$ cat src/rtl/sspt_params.svh
`ifndef SSPT_PARAMS_SVH
`define SSPT_PARAMS_SVH
// Register addresses
`define SSPT_ADDR_CTRL 3'h0
`define SSPT_ADDR_BAUD 3'h1
`define SSPT_ADDR_TXD 3'h2
`define SSPT_ADDR_TXA 3'h3
`define SSPT_ADDR_RXD 3'h4
`define SSPT_ADDR_STAT 3'h5
`define SSPT_ADDR_PINS 3'h6
// Control fields; word select in bits 2..0
`define SSPT_CTL_TX_EN 3
`define SSPT_CTL_RX_EN 4
`define SSPT_CTL_WAKE_ADDR 5
`define SSPT_CTL_RWU 6
`define SSPT_CTL_WOR 7
`define SSPT_CTL_CKP 8
`define SSPT_CTL_TCS 9
`define SSPT_CTL_RCS 10
`define SSPT_CTL_TMR_EN 11
// Status register fields
`define SSPT_ST_TX_EMPTY 0
`define SSPT_ST_TX_IDLE 1
`define SSPT_ST_RX_FULL 2
`define SSPT_ST_OVERRUN 3
`define SSPT_ST_PAR_ERR 4
`define SSPT_ST_FRM_ERR 5
`define SSPT_ST_ADDR_BIT 6
`define SSPT_ST_IDLE 7
`define SSPT_ST_TIMER 8
// Reset values
`define SSPT_CTRL_RESET 12'h000
`define SSPT_BAUD_RESET 12'h001
`define SSPT_PINS_RESET 3'h0
// Timing in 16x ticks
`define SSPT_OVS_LAST 4'hF
`define SSPT_OVS_MID 4'h7
`define SSPT_IDLE_TICKS 8'hA0
`endif

$ cat src/rtl/sspt_pkg.sv
package sspt_pkg;
   typedef enum logic [2:0] {
      SSPT_WS_SYNC = 3'h0,
      SSPT_WS_ASYNC10 = 3'h1,
      SSPT_WS_EVEN = 3'h2,
      SSPT_WS_ODD = 3'h3,
      SSPT_WS_MULTI = 3'h4
   } sspt_format_type;
   typedef enum {SSPT_TX_IDLE, SSPT_TX_ASYNC, SSPT_TX_SYNC} sspt_tx_state_type;
   typedef enum {SSPT_RX_IDLE, SSPT_RX_START, SSPT_RX_DATA} sspt_rx_state_type;
endpackage : sspt_pkg

$ cat src/rtl/sspt_serial_port.sv
`timescale 1ns/1ps
`include "sspt_params.svh"

// Overview of operation
// - Independent transmitter and receiver.
// - Baud generator clocks both sections; doubles as timer.
// - Word select 000: 8-bit synchronous shift register.
// - Ten-bit frame: start, eight data, stop.
// - Eleven-bit frames with even or odd parity.
// - Eleven-bit multidrop frame, ninth bit data/address.
// - Word select picks sync, async, parity or multidrop.
// - Sync transmit and receive share one clock.
// - Clock sources 0: sync master drives serial clock.
// - Clock sources 1: sync slave clocked from pin.
// - Missed sync clock misaligns silently; reset realigns.
// - Async engines run at sixteen times bit rate.
// - Async receiver aligns on each start bit.
// - Multidrop data write sends ninth bit zero.
// - Wired-OR releases the line instead of driving high.
// - Idle line wakes a suspended receiver.
// - Address wakeup only on ninth bit one.
// - Port held in reset while no pin is serial.
// - Polarity clear: receive on rise, transmit on fall.
// - Pins to GPIO: stop, status reset except timer flag, control kept.
module sspt_serial_port #(
   parameter int BAUD_W = 12
) (
   input wire logic i_sys_clk,
   input wire logic i_sys_rst,
   input wire logic [2:0] i_addr,
   input wire logic [15:0] i_wdata,
   input wire logic i_wr,
   input wire logic i_rd,
   output logic [15:0] o_rdata,
   input wire logic i_rxd,
   output logic o_txd,
   output logic o_txd_oe,
   input wire logic i_sclk,
   output logic o_sclk,
   output logic o_sclk_oe,
   output logic o_timer_event
);
   import sspt_pkg::*;

   //--------------------
   // Declarations
   //--------------------
   logic [11:0] ctrl, next_ctrl;
   logic [BAUD_W-1:0] baud_div, next_baud_div, baud_cnt, next_baud_cnt;
   logic [2:0] pins, next_pins;
   logic [7:0] tx_buf, next_tx_buf, rx_buf, next_rx_buf;
   logic tx_addr, next_tx_addr, tx_full, next_tx_full;
   logic rx_full, next_rx_full, ovr, next_ovr, perr, next_perr;
   logic ferr, next_ferr, rx_b9, next_rx_b9, idle_f, next_idle_f, tmr_f, next_tmr_f;
   logic [15:0] next_rdata;
   logic port_rst, tick, sync_mode, master, fmt10, rxd;
   logic sclk_lvl, next_sclk_lvl, sclk_prev, next_sclk_prev, rise, fall;
   sspt_tx_state_type tx_st, next_tx_st;
   logic [10:0] tx_sh, next_tx_sh;
   logic [3:0] tx_ph, next_tx_ph, tx_bits, next_tx_bits;
   logic tx_take;
   sspt_rx_state_type rx_st, next_rx_st;
   logic [9:0] rx_sh, next_rx_sh, rx_fin;
   logic [3:0] rx_ph, next_rx_ph, rx_bits, next_rx_bits;
   logic [7:0] idle_cnt, next_idle_cnt;
   logic idle_armed, next_idle_armed;
   logic rx_store, rx_idle_evt, rx_wake, rx_pe, rx_fe, rx_b9_evt;
   logic [7:0] rx_byte;

   //--------------------
   // Shared decode
   //--------------------
   assign port_rst = ~|pins;
   assign sync_mode = (ctrl[2:0] == SSPT_WS_SYNC);
   assign fmt10 = (ctrl[2:0] == SSPT_WS_ASYNC10) || (ctrl[2:0] > SSPT_WS_MULTI);
   assign master = ~ctrl[`SSPT_CTL_TCS] & ~ctrl[`SSPT_CTL_RCS];
   assign rxd = pins[0] ? i_rxd : 1'b1; // Unassigned pin reads as an idle line
   assign tick = (baud_cnt == '0);

   //--------------------
   // Baud generator, timer and serial clock
   //--------------------
   // Master edges from our own clock, slave edges from the pin
   always_comb begin
      next_baud_cnt = tick ? baud_div : baud_cnt - 1'b1;
      next_sclk_prev = i_sclk ^ ctrl[`SSPT_CTL_CKP];
      next_sclk_lvl = 1'b0;
      if (master && tx_st == SSPT_TX_SYNC && !port_rst) begin
         next_sclk_lvl = tick ? ~sclk_lvl : sclk_lvl;
      end
      if (master) begin
         rise = tick & ~sclk_lvl & (tx_st == SSPT_TX_SYNC);
         fall = tick & sclk_lvl;
      end else begin
         rise = next_sclk_prev & ~sclk_prev;
         fall = ~next_sclk_prev & sclk_prev;
      end
   end

   always_ff @(posedge i_sys_clk) begin
      if (i_sys_rst) begin
         baud_cnt <= '0;
         sclk_lvl <= 1'b0;
         sclk_prev <= 1'b0;
      end else begin
         baud_cnt <= next_baud_cnt;
         sclk_lvl <= next_sclk_lvl;
         sclk_prev <= next_sclk_prev;
      end
   end

   // Timer ticks whatever the pin setting
   assign o_timer_event = ctrl[`SSPT_CTL_TMR_EN] & tick;
   assign o_sclk = sclk_lvl ^ ctrl[`SSPT_CTL_CKP];
   assign o_sclk_oe = pins[2] & sync_mode & master;
   assign o_txd = tx_sh[0];
   // Wired-OR only pulls low; idle senders never fight
   assign o_txd_oe = pins[1] & (ctrl[`SSPT_CTL_WOR] ? ~tx_sh[0] : 1'b1);

   //--------------------
   // Transmitter
   //--------------------
   always_comb begin
      next_tx_st = tx_st;
      next_tx_sh = tx_sh;
      next_tx_ph = tx_ph;
      next_tx_bits = tx_bits;
      tx_take = 1'b0;
      case (tx_st)
         SSPT_TX_IDLE: begin
            next_tx_sh = 11'h7FF;
            if (tx_full && ctrl[`SSPT_CTL_TX_EN]) begin
               tx_take = 1'b1;
               next_tx_ph = 4'h0;
               if (sync_mode) begin
                  next_tx_st = SSPT_TX_SYNC;
                  next_tx_sh = {3'h7, tx_buf};
                  next_tx_bits = 4'h8;
               end else begin
                  next_tx_st = SSPT_TX_ASYNC;
                  next_tx_bits = fmt10 ? 4'hA : 4'hB;
                  case (ctrl[2:0])
                     SSPT_WS_EVEN: next_tx_sh = {1'b1, ^tx_buf, tx_buf, 1'b0};
                     SSPT_WS_ODD: next_tx_sh = {1'b1, ~^tx_buf, tx_buf, 1'b0};
                     SSPT_WS_MULTI: next_tx_sh = {1'b1, tx_addr, tx_buf, 1'b0};
                     default: next_tx_sh = {2'h3, tx_buf, 1'b0};
                  endcase
               end
            end
         end
         SSPT_TX_ASYNC: begin
            if (tick) begin
               next_tx_ph = tx_ph + 1'b1;
               if (tx_ph == `SSPT_OVS_LAST) begin
                  next_tx_sh = {1'b1, tx_sh[10:1]};
                  next_tx_bits = tx_bits - 1'b1;
                  if (tx_bits == 4'h1) begin
                     next_tx_st = SSPT_TX_IDLE;
                  end
               end
            end
         end
         SSPT_TX_SYNC: begin
            // Shared edges keep both in step
            if (fall) begin
               next_tx_sh = {1'b1, tx_sh[10:1]};
            end
            if (rise) begin
               next_tx_bits = tx_bits - 1'b1;
               if (tx_bits == 4'h1) begin
                  next_tx_st = SSPT_TX_IDLE;
               end
            end
         end
         default: next_tx_st = SSPT_TX_IDLE;
      endcase
      if (port_rst) begin
         next_tx_st = SSPT_TX_IDLE;
         next_tx_sh = 11'h7FF;
      end
   end

   always_ff @(posedge i_sys_clk) begin
      if (i_sys_rst) begin
         tx_st <= SSPT_TX_IDLE;
         tx_sh <= 11'h7FF;
         tx_ph <= 4'h0;
         tx_bits <= 4'h0;
      end else begin
         tx_st <= next_tx_st;
         tx_sh <= next_tx_sh;
         tx_ph <= next_tx_ph;
         tx_bits <= next_tx_bits;
      end
   end

   //--------------------
   // Receiver
   //--------------------
   always_comb begin
      next_rx_st = rx_st;
      next_rx_sh = rx_sh;
      next_rx_ph = rx_ph;
      next_rx_bits = rx_bits;
      next_idle_cnt = idle_cnt;
      next_idle_armed = idle_armed;
      rx_store = 1'b0;
      rx_idle_evt = 1'b0;
      rx_wake = 1'b0;
      rx_pe = 1'b0;
      rx_fe = 1'b0;
      rx_b9_evt = 1'b0;
      rx_byte = rx_sh[9:2];
      rx_fin = next_rx_sh;
      if (sync_mode) begin
         // No framing: a lost edge slips the byte
         next_rx_st = SSPT_RX_IDLE;
         if (rise && ctrl[`SSPT_CTL_RX_EN]) begin
            next_rx_sh = {rxd, rx_sh[9:1]};
            next_rx_bits = rx_bits + 1'b1;
            if (rx_bits == 4'h7) begin
               next_rx_bits = 4'h0;
               rx_store = 1'b1;
               rx_byte = next_rx_sh[9:2];
            end
         end
      end else begin
         case (rx_st)
            SSPT_RX_IDLE: begin
               if (!rxd) begin
                  next_rx_st = SSPT_RX_START;
                  next_rx_ph = 4'h0;
                  next_idle_cnt = 8'h00;
                  next_idle_armed = 1'b1;
               end else if (tick && idle_armed) begin
                  next_idle_cnt = idle_cnt + 1'b1;
                  if (idle_cnt == `SSPT_IDLE_TICKS) begin
                     rx_idle_evt = 1'b1;
                     next_idle_armed = 1'b0;
                  end
               end
            end
            SSPT_RX_START: begin
               if (tick) begin
                  next_rx_ph = rx_ph + 1'b1;
                  if (rx_ph == `SSPT_OVS_MID) begin
                     // A glitch shorter than half a bit is not a start bit
                     next_rx_st = rxd ? SSPT_RX_IDLE : SSPT_RX_DATA;
                     next_rx_ph = 4'h0;
                     next_rx_bits = 4'h0;
                  end
               end
            end
            SSPT_RX_DATA: begin
               if (tick) begin
                  next_rx_ph = rx_ph + 1'b1;
                  if (rx_ph == `SSPT_OVS_LAST) begin
                     next_rx_sh = {rxd, rx_sh[9:1]};
                     next_rx_bits = rx_bits + 1'b1;
                     if (next_rx_bits == (fmt10 ? 4'h9 : 4'hA)) begin
                        next_rx_st = SSPT_RX_IDLE;
                        next_rx_bits = 4'h0;
                        rx_fin = fmt10 ? {next_rx_sh[9], 1'b0, next_rx_sh[8:1]} : next_rx_sh;
                        rx_fe = ~rx_fin[9];
                        rx_b9_evt = rx_fin[8];
                        if (ctrl[2:0] == SSPT_WS_EVEN) begin
                           rx_pe = rx_fin[8] != ^rx_fin[7:0];
                        end else if (ctrl[2:0] == SSPT_WS_ODD) begin
                           rx_pe = rx_fin[8] != ~^rx_fin[7:0];
                        end
                        rx_wake = ctrl[`SSPT_CTL_WAKE_ADDR] && ctrl[2:0] == SSPT_WS_MULTI && rx_fin[8];
                        rx_store = ctrl[`SSPT_CTL_RX_EN] && (!ctrl[`SSPT_CTL_RWU] || rx_wake);
                     end
                  end
               end
            end
            default: next_rx_st = SSPT_RX_IDLE;
         endcase
         rx_byte = rx_fin[7:0];
      end
      if (!ctrl[`SSPT_CTL_RX_EN]) begin
         rx_store = 1'b0;
      end
      if (port_rst) begin
         next_rx_st = SSPT_RX_IDLE;
         next_rx_bits = 4'h0;
         next_idle_cnt = 8'h00;
         rx_store = 1'b0;
         rx_idle_evt = 1'b0;
         rx_wake = 1'b0;
      end
   end

   always_ff @(posedge i_sys_clk) begin
      if (i_sys_rst) begin
         rx_st <= SSPT_RX_IDLE;
         rx_sh <= 10'h000;
         rx_ph <= 4'h0;
         rx_bits <= 4'h0;
         idle_cnt <= 8'h00;
         idle_armed <= 1'b1;
      end else begin
         rx_st <= next_rx_st;
         rx_sh <= next_rx_sh;
         rx_ph <= next_rx_ph;
         rx_bits <= next_rx_bits;
         idle_cnt <= next_idle_cnt;
         idle_armed <= next_idle_armed;
      end
   end

   //--------------------
   // Register file
   //--------------------
   // Hardware sets beat software clears
   always_comb begin
      logic rd_rx, rd_st;
      rd_rx = i_rd && i_addr == `SSPT_ADDR_RXD;
      rd_st = i_rd && i_addr == `SSPT_ADDR_STAT;
      next_ctrl = ctrl;
      next_baud_div = baud_div;
      next_pins = pins;
      next_tx_buf = tx_buf;
      next_tx_addr = tx_addr;
      next_tx_full = tx_full & ~tx_take;
      next_rx_buf = rx_store ? rx_byte : rx_buf;
      next_rx_b9 = rx_store ? rx_b9_evt : rx_b9;
      next_rx_full = (rx_full & ~rd_rx) | rx_store;
      next_ovr = (ovr & ~rd_st) | (rx_store & rx_full & ~rd_rx);
      next_perr = (perr & ~rd_st) | (rx_store & rx_pe);
      next_ferr = (ferr & ~rd_st) | (rx_store & rx_fe);
      next_idle_f = (idle_f & ~rd_st) | rx_idle_evt;
      next_tmr_f = (tmr_f & ~rd_st) | o_timer_event;
      if (i_wr) begin
         case (i_addr)
            `SSPT_ADDR_CTRL: next_ctrl = i_wdata[11:0];
            `SSPT_ADDR_BAUD: next_baud_div = i_wdata[BAUD_W-1:0];
            `SSPT_ADDR_PINS: next_pins = i_wdata[2:0];
            `SSPT_ADDR_TXD: begin
               next_tx_buf = i_wdata[7:0];
               next_tx_addr = 1'b0;
               next_tx_full = 1'b1;
            end
            `SSPT_ADDR_TXA: begin
               next_tx_buf = i_wdata[7:0];
               next_tx_addr = 1'b1;
               next_tx_full = 1'b1;
            end
            default: next_pins = pins;
         endcase
      end
      // Wakeup clear of suspend beats a software write
      if ((rx_idle_evt && !ctrl[`SSPT_CTL_WAKE_ADDR]) || rx_wake) begin
         next_ctrl[`SSPT_CTL_RWU] = 1'b0;
      end
      // Status resets except the timer flag, control survives
      if (port_rst) begin
         next_tx_full = 1'b0;
         next_rx_full = 1'b0;
         next_ovr = 1'b0;
         next_perr = 1'b0;
         next_ferr = 1'b0;
         next_idle_f = 1'b0;
         next_rx_b9 = 1'b0;
      end
      next_rdata = 16'h0000;
      if (i_rd) begin
         case (i_addr)
            `SSPT_ADDR_CTRL: next_rdata = {4'h0, ctrl};
            `SSPT_ADDR_BAUD: next_rdata = 16'(baud_div);
            `SSPT_ADDR_PINS: next_rdata = {13'h0000, pins};
            `SSPT_ADDR_RXD: next_rdata = {8'h00, rx_buf};
            `SSPT_ADDR_STAT: next_rdata = {7'h00, tmr_f, idle_f, rx_b9, ferr, perr, ovr, rx_full,
                                           tx_st == SSPT_TX_IDLE && !tx_full, !tx_full};
            default: next_rdata = 16'h0000;
         endcase
      end
   end

   always_ff @(posedge i_sys_clk) begin
      if (i_sys_rst) begin
         ctrl <= `SSPT_CTRL_RESET;
         baud_div <= BAUD_W'(`SSPT_BAUD_RESET);
         pins <= `SSPT_PINS_RESET;
         tx_buf <= 8'h00;
         tx_addr <= 1'b0;
         tx_full <= 1'b0;
         rx_buf <= 8'h00;
         rx_b9 <= 1'b0;
         rx_full <= 1'b0;
         ovr <= 1'b0;
         perr <= 1'b0;
         ferr <= 1'b0;
         idle_f <= 1'b0;
         tmr_f <= 1'b0;
         o_rdata <= 16'h0000;
      end else begin
         ctrl <= next_ctrl;
         baud_div <= next_baud_div;
         pins <= next_pins;
         tx_buf <= next_tx_buf;
         tx_addr <= next_tx_addr;
         tx_full <= next_tx_full;
         rx_buf <= next_rx_buf;
         rx_b9 <= next_rx_b9;
         rx_full <= next_rx_full;
         ovr <= next_ovr;
         perr <= next_perr;
         ferr <= next_ferr;
         idle_f <= next_idle_f;
         tmr_f <= next_tmr_f;
         o_rdata <= next_rdata;
      end
   end
endmodule : sspt_serial_port

$ cat config.mk
export PLATFORM = sky130hd
export DESIGN_NAME = sspt_serial_port
export DESIGN_NICKNAME = d
export VERILOG_FILES = /design/src/rtl/sspt_pkg.sv /design/src/rtl/sspt_serial_port.sv
export VERILOG_INCLUDE_DIRS = /design/src /design/src/rtl
export SDC_FILE = /design/constraint.sdc
export NUM_CORES = 1
export LEC_CHECK = 0
export BUFFER_PORTS_ARGS = -buffer_cell sky130_fd_sc_hd__clkbuf_2
export CORE_MARGIN = 2
export CORE_UTILIZATION = 45
export CTS_CLUSTER_DIAMETER = 50
export CTS_CLUSTER_SIZE = 14
export DETAILED_ROUTE_END_ITERATION = 7
export GPL_TIMING_DRIVEN = 0
export MAX_ROUTING_LAYER = met4
export PLACE_DENSITY = 0.64
export SYNTH_ARGS = -nofsm -noshare
export SYNTH_HDL_FRONTEND = slang
export SYNTH_SLANG_ARGS = --single-unit
$ cat constraint.sdc
create_clock -name i_sys_clk -period 6.3 [get_ports i_sys_clk]
set_input_delay 0.315 -clock i_sys_clk [delete_from_list [all_inputs] [get_ports i_sys_clk]]
set_output_delay 0.315 -clock i_sys_clk [all_outputs]
set_load 0.02 [all_outputs]
---- Word level (Yosys, flattened, before mapping) ----
Index checks and enable logic that the tools add are counted.
Widths: inputs -> output; s select.
cells by class
  add/subtract/negate cells ............... 6
  muxes and demuxes ....................... 114
  magnitude comparators ................... 1
  reductions and logical operators ........ 58
  eq/ne operators ......................... 42
  bitwise gates (word level) .............. 43
operators with widths
  kind                 count
  $mux 32              11
  $pmux 32 s3          2
  $logic_not 32->1     3
  $mux 4               18
  $mux 8               9
  $mux 10              7
  $eq 32x1->1 const B  2
  $eq 32x2->1 const B  2
  $pmux 12 s5          1
  $mux 1               50
  $mux 11              3
  $pmux 11 s3          1
  $eq 32x3->1 const B  1
  $pmux 10 s3          1
  $pmux 4 s3           2
  $ne 2x2->1 const B   11
  $and 1x1->1          21
  $pmux 4 s2           2
  $reduce_and 4->1     4
  $reduce_xnor 8->1    2
  $reduce_xor 8->1     2
  $not 1->1            14
  $add 4x1->4 const B  3
  $eq 3x2->1 const B   4
  33 further kinds     88
word-level totals
  input bits .............................. 25
  logic and storage cells ................. 293
  flip-flop bits (word level) ............. 192
  output and inout port bits .............. 21

---- Depth between registers and ports, before layout ----
  depth in word-level cells ............... 16
  depth in mapped cells ................... 10
  depth with buffers taken out ............ 8

---- Worst setup path after synthesis ----
Ideal clock, no wire load.
  path kind ............................... register -> register
  start ................................... reg tx_st[0]
  end ..................................... reg tx_bits[0]
  slack ................................... 3,877 ps
  data required time ...................... 6,183 ps
  library setup time ...................... 117 ps
  stages on the path, launching flop included .. 10
  data arrival time ....................... 2,306 ps
  path buffers ............................ 1
  period minus slack after synthesis ...... 2,423 ps
  cells stage by stage .................... dfxtp_1 > inv_1 > ha_1 > nor4b_1 > and4_1 > buf_2 > nor2_1 > a2111oi_4 > o21ai_1 > a32o_1
on the way
  word-level cells in the longest chain between the ends .. 5
  elaborated cells on any way between the ends .. 13
  classes of those cells .................. 7 x eq/ne; 2 x mux; 1 x bitwise; 3 x reduce/logical
ends and longest elaborated chain
  element                     line                     RTL
  start, declared             sspt_serial_port.sv:58   sspt_tx_state_type tx_st, next_tx_st;
  start signal, assigned      sspt_serial_port.sv:190  tx_st <= next_tx_st;
  $eq 32x3->1                 sspt_serial_port.sv:92   rise = tick & ~sclk_lvl & (tx_st == SSPT_TX_SYNC);
  $and 1x1->1                 sspt_serial_port.sv:92
  $mux 1                      sspt_serial_port.sv:91   if (master) begin
  $ne 2x2->1 (no line)        -
  $reduce_and 5->1 (no line)  -
  end signal, assigned        sspt_serial_port.sv:193  tx_bits <= next_tx_bits;
  end, declared               sspt_serial_port.sv:60   logic [3:0] tx_ph, next_tx_ph, tx_bits, next_tx_bits;
Several ways; a longest one is shown, not always the timed one.
A chain may end at the register's enable or synchronous reset.

---- Final worst setup path ----
Same ends and word-level chain as after synthesis.

==> summary.md <==
| Metric | Value |
|---|---|
| Area of the placeable core | `0.0146 sq mm` |
| XOR/XNOR share of the synthesized area | `0.0438` |
| Type of element capturing the critical path | `register` |
| Result of the run | `finished, final reports clean` |
| Number of storage elements in the synthesis netlist | `127` |
| Top cell type's share of synthesized area | `0.374` |
| Number of port buffers | `34` |
| Worst endpoint required time | `6610 ps` |
| Capturing point of the worst reg2reg path | `tx_bits[0]` |
| Post-synthesis cell type with the largest combined area | `sky130_fd_sc_hd__dfxtp_1` |
| Initial antenna violation count | `0` |
| Via count of the first global-routing pass | `5609` |
| Die X-Extent | `127 um` |
| Clk pin slew, worst setup/hold paths | `60 ps` |
| Starting DRC count in detailed routing | `405` |
| Relative max-transition margin | `0.423` |
| Slew @ Worst Pin | `859 ps` |
| Adder and majority gate portion of the synthesized area | `0.0313` |
| Fraction of layout instances using a drive strength above 1 | `0.101` |
| Final RePlAce weighted congestion | `0.976` |
| Number of enable-type register cells in the synthesized netlist | `0` |
| Worst setup skew after layout | `10.3 ps` |
| Leading cell types by total area after synthesis | `sky130_fd_sc_hd__dfxtp_1, sky130_fd_sc_hd__mux2i_1, sky130_fd_sc_hd__nand2_1` |
| Leakage power of the design | `2.99 nW` |
| Total congestion overflow after global routing | `0` |
| Min Clock Period, post-route | `3060 ps` |
| PostCTS Resize Cnt | `0` |
| Worst setup SP type | `register` |
| Sum of negative setup slack | `0 ps` |
| Mean post-synth cell area | `8.26 sq um` |
| CP Launch Point | `tx_st[0]` |
| Most common cell in the synthesized netlist | `sky130_fd_sc_hd__dfxtp_1` |
| Part of the cycle the worst path needs | `0.485` |
| Hold Crit Class | `in2reg` |
| Number of violations of the max-capacitance limit | `0` |
| Number of diodes | `0` |
| Yosys cell types | `66` |
| # placed instances | `1044` |
| Leading register cell type out of synthesis | `sky130_fd_sc_hd__dfxtp_1` |
| Fraction of registers with async set or reset after synthesis | `0` |
| Power density over the cells | `289 mW/mm^2` |
| Post-synthesis instance area | `0.00680 sq mm` |
| Overall die height | `127 um` |
| WL/cell | `16.9 um` |
| # setup viols final | `0` |
| Iteration count of the initial detailed-routing pass | `5` |
| Origin of the critical flop-to-flop path | `tx_st[0]` |
| Count of unresolved DRC violations after routing | `0` |
| Setup fix buffers added after clock tree synthesis | `0` |
| Setup repair after global routing missed its margin | `no` |
| Worst-skew pair later-pin latency | `420 ps` |
| Capture point of the critical path | `tx_bits[0]` |
| Clock tree from TritonCTS | `yes` |
| Post-DP HPWL | `13200 um` |
| Finished Layout Cells | `1076` |
| Count of mapped cells out of synthesis | `823` |
| Die area | `0.0161 sq mm` |
| Number of top-level pins | `46` |
| Total length of routed wires | `18200 um` |
| Max Freq | `0.327 GHz` |
| Number of pins with negative max-slew slack in the final report | `0` |
| Wire length of the first global-routing pass | `29600 um` |
| Worst IR drop on VDD | `0.000292 V` |
| Largest driver fanout on the critical path | `9` |
| Synth Area in Simple Gates | `0.233` |
| Share of synthesized area spent on multiplexers | `0.0858` |
| Overall power after layout | `0.00226 W` |
| Final #Nets | `921` |
| Number of clock sinks seen by CTS | `127` |
| Starting utilization of the core area | `0.464` |
| Num CTS Buffers | `17` |
| Number of hold violations in the final report | `0` |
| Largest net degree at the start of global routing | `17` |
| Depth of the CTS H-tree | `4` |
| CTS hold repair buffers | `0` |
| CTS max path bufs | `2` |
| Share of the synthesized area in compound gates (AO/OA/AOI/OAI) | `0.178` |
| Most used standard cells in the synthesized netlist | `sky130_fd_sc_hd__dfxtp_1, sky130_fd_sc_hd__nand2_1, sky130_fd_sc_hd__nor2_1, sky130_fd_sc_hd__a21oi_1, sky130_fd_sc_hd__mux2i_1` |
| Root Buffer | `sky130_fd_sc_hd__clkbuf_16` |
| P&R area growth vs syn | `14.7%` |
| Vias post-DR | `6113` |
| Count of standard-cell rows | `44` |
| Combinational family with the most area after synthesis | `simple AND/OR/NAND/NOR gates` |
| Global router's overall resource usage | `0.240` |
| R2R Setup Slk | `3240 ps` |
| Remaining antenna violation count | `0` |
| Kind of critical path | `reg2reg` |
| Post-synthesis sequential area ratio | `0.374` |
| CP Data Arrival Time | `3370 ps` |
| Path depth of the worst reg2reg path | `9` |
| Number of warnings printed during yosys synthesis | `0` |
| Routed vias/inst | `5.68` |
[cells in the final DEF, fill, tap and decap left out, types with 5 or more instances in the layout]
master,n
sky130_fd_sc_hd__dfxtp_1,127
sky130_fd_sc_hd__nand2_1,115
sky130_fd_sc_hd__nor2_1,78
sky130_fd_sc_hd__a21oi_1,70
sky130_fd_sc_hd__mux2i_1,56
sky130_fd_sc_hd__clkbuf_1,46
sky130_fd_sc_hd__clkbuf_2,34
sky130_fd_sc_hd__xnor2_1,28
sky130_fd_sc_hd__inv_1,27
sky130_fd_sc_hd__nand3_1,26
sky130_fd_sc_hd__a211oi_1,22
sky130_fd_sc_hd__o21ai_0,18
sky130_fd_sc_hd__nor3_1,17
sky130_fd_sc_hd__ha_1,17
sky130_fd_sc_hd__clkbuf_16,17
sky130_fd_sc_hd__and2_1,15
sky130_fd_sc_hd__o22ai_1,15
sky130_fd_sc_hd__o211ai_1,9
sky130_fd_sc_hd__nor4_1,8
sky130_fd_sc_hd__a32oi_1,8
sky130_fd_sc_hd__or4_1,7
sky130_fd_sc_hd__buf_2,6
sky130_fd_sc_hd__xor2_1,6
sky130_fd_sc_hd__nor2b_1,6
sky130_fd_sc_hd__or3_1,6
sky130_fd_sc_hd__nand4_1,6
sky130_fd_sc_hd__nand2b_1,6
sky130_fd_sc_hd__nand3b_1,5
sky130_fd_sc_hd__o31ai_1,5
sky130_fd_sc_hd__a31oi_1,5
sky130_fd_sc_hd__buf_4,5
sky130_fd_sc_hd__clkinv_2,5
[critical path, stage by stage, from the launching register on]
cell and delay [ps]:
sky130_fd_sc_hd__dfxtp_1 330, sky130_fd_sc_hd__inv_1 80, sky130_fd_sc_hd__ha_1 360, sky130_fd_sc_hd__nor4b_1 470, sky130_fd_sc_hd__and4_1 270, sky130_fd_sc_hd__buf_2 240, sky130_fd_sc_hd__nor2_1 160, sky130_fd_sc_hd__a2111oi_4 610
sky130_fd_sc_hd__o21ai_1 150, sky130_fd_sc_hd__a32o_1 280
[cell type report]
| class | instances | area [sq um] |
|---|---|---|
| fill | 1454 | 6840 |
| multi-input combinational | 614 | 3910 |
| sequential | 127 | 2540 |
| clock buffer | 21 | 450 |
| buffer | 58 | 259 |
| tap | 184 | 230 |
| timing repair buffer | 34 | 170 |
| clock inverter | 11 | 140 |
| inverter | 27 | 101 |
[routing by layer]
metal | track usage | routed length [um] | vias to the layer above
li1 | - | - | 3017
met1 | 0.320 | 8430 | 2916
met2 | 0.372 | 8400 | 153
met3 | 0.0430 | 974 | 27
met4 | 0.0769 | 361 | 0
met5 | - | 0 | -
[stage by stage]
| stage | util | instance area, sq um | hold slack [ps] | worst slack (ps) |
|---|---|---|---|---|
| 2_1_floorplan | - | 6810 | 430 | 3880 |
| 3_3_place_gp | 0.492 | 7210 | 440 | 3280 |
| 3_5_place_dp | 0.492 | 7210 | 449 | 3300 |
| 4_1_cts | 0.533 | 7800 | 107 | 3250 |
| 5_1_grt | 0.533 | 7800 | 120 | 3110 |
| 6_report | 0.533 | 7800 | 122 | 3240 |
[how the worst min path moves through the flow]
stage | from | to | slack (ps) | cells after the start
CTS | i_wdata[10] | ctrl[10] | 110 | 3
floorplan | baud_cnt[0] | baud_cnt[0] | 430 | 1
global placement | rx_b9 | rx_b9 | 440 | 2
detailed placement | rx_b9 | rx_b9 | 450 | 2
finish | i_wdata[10] | ctrl[10] | 120 | 3
global route | i_wdata[10] | ctrl[10] | 120 | 3
[sequential cells by signal (all words and copies together) (netlist names), 2 cells and up]
signal and count:
baud_cnt 12, baud_div 12, ctrl 12, o_rdata 12
rx_sh 10, tx_sh 10, idle_cnt 8, rx_buf 8
tx_buf 8, rx_bits 4, rx_ph 4, tx_bits 4
tx_ph 4, pins 3, rx_st 2, tx_st 2
[power breakdown]
part	switching [W]	internal (W)
Sequential	0.0000538	0.000844
Combinational	0.000226	0.000150
Clock	0.000354	0.000629
[cells by family after synthesis]
family / count (synthesis)
xor gates and xnor gates: 34
muxes: 58
AOI/OAI and AO/OA: 180
and+or+nand+nor: 321
adders and majority gates: 17
DFF: 127
buffers and inverters: 85
other: 1
(Power assumes the default switching activity.)
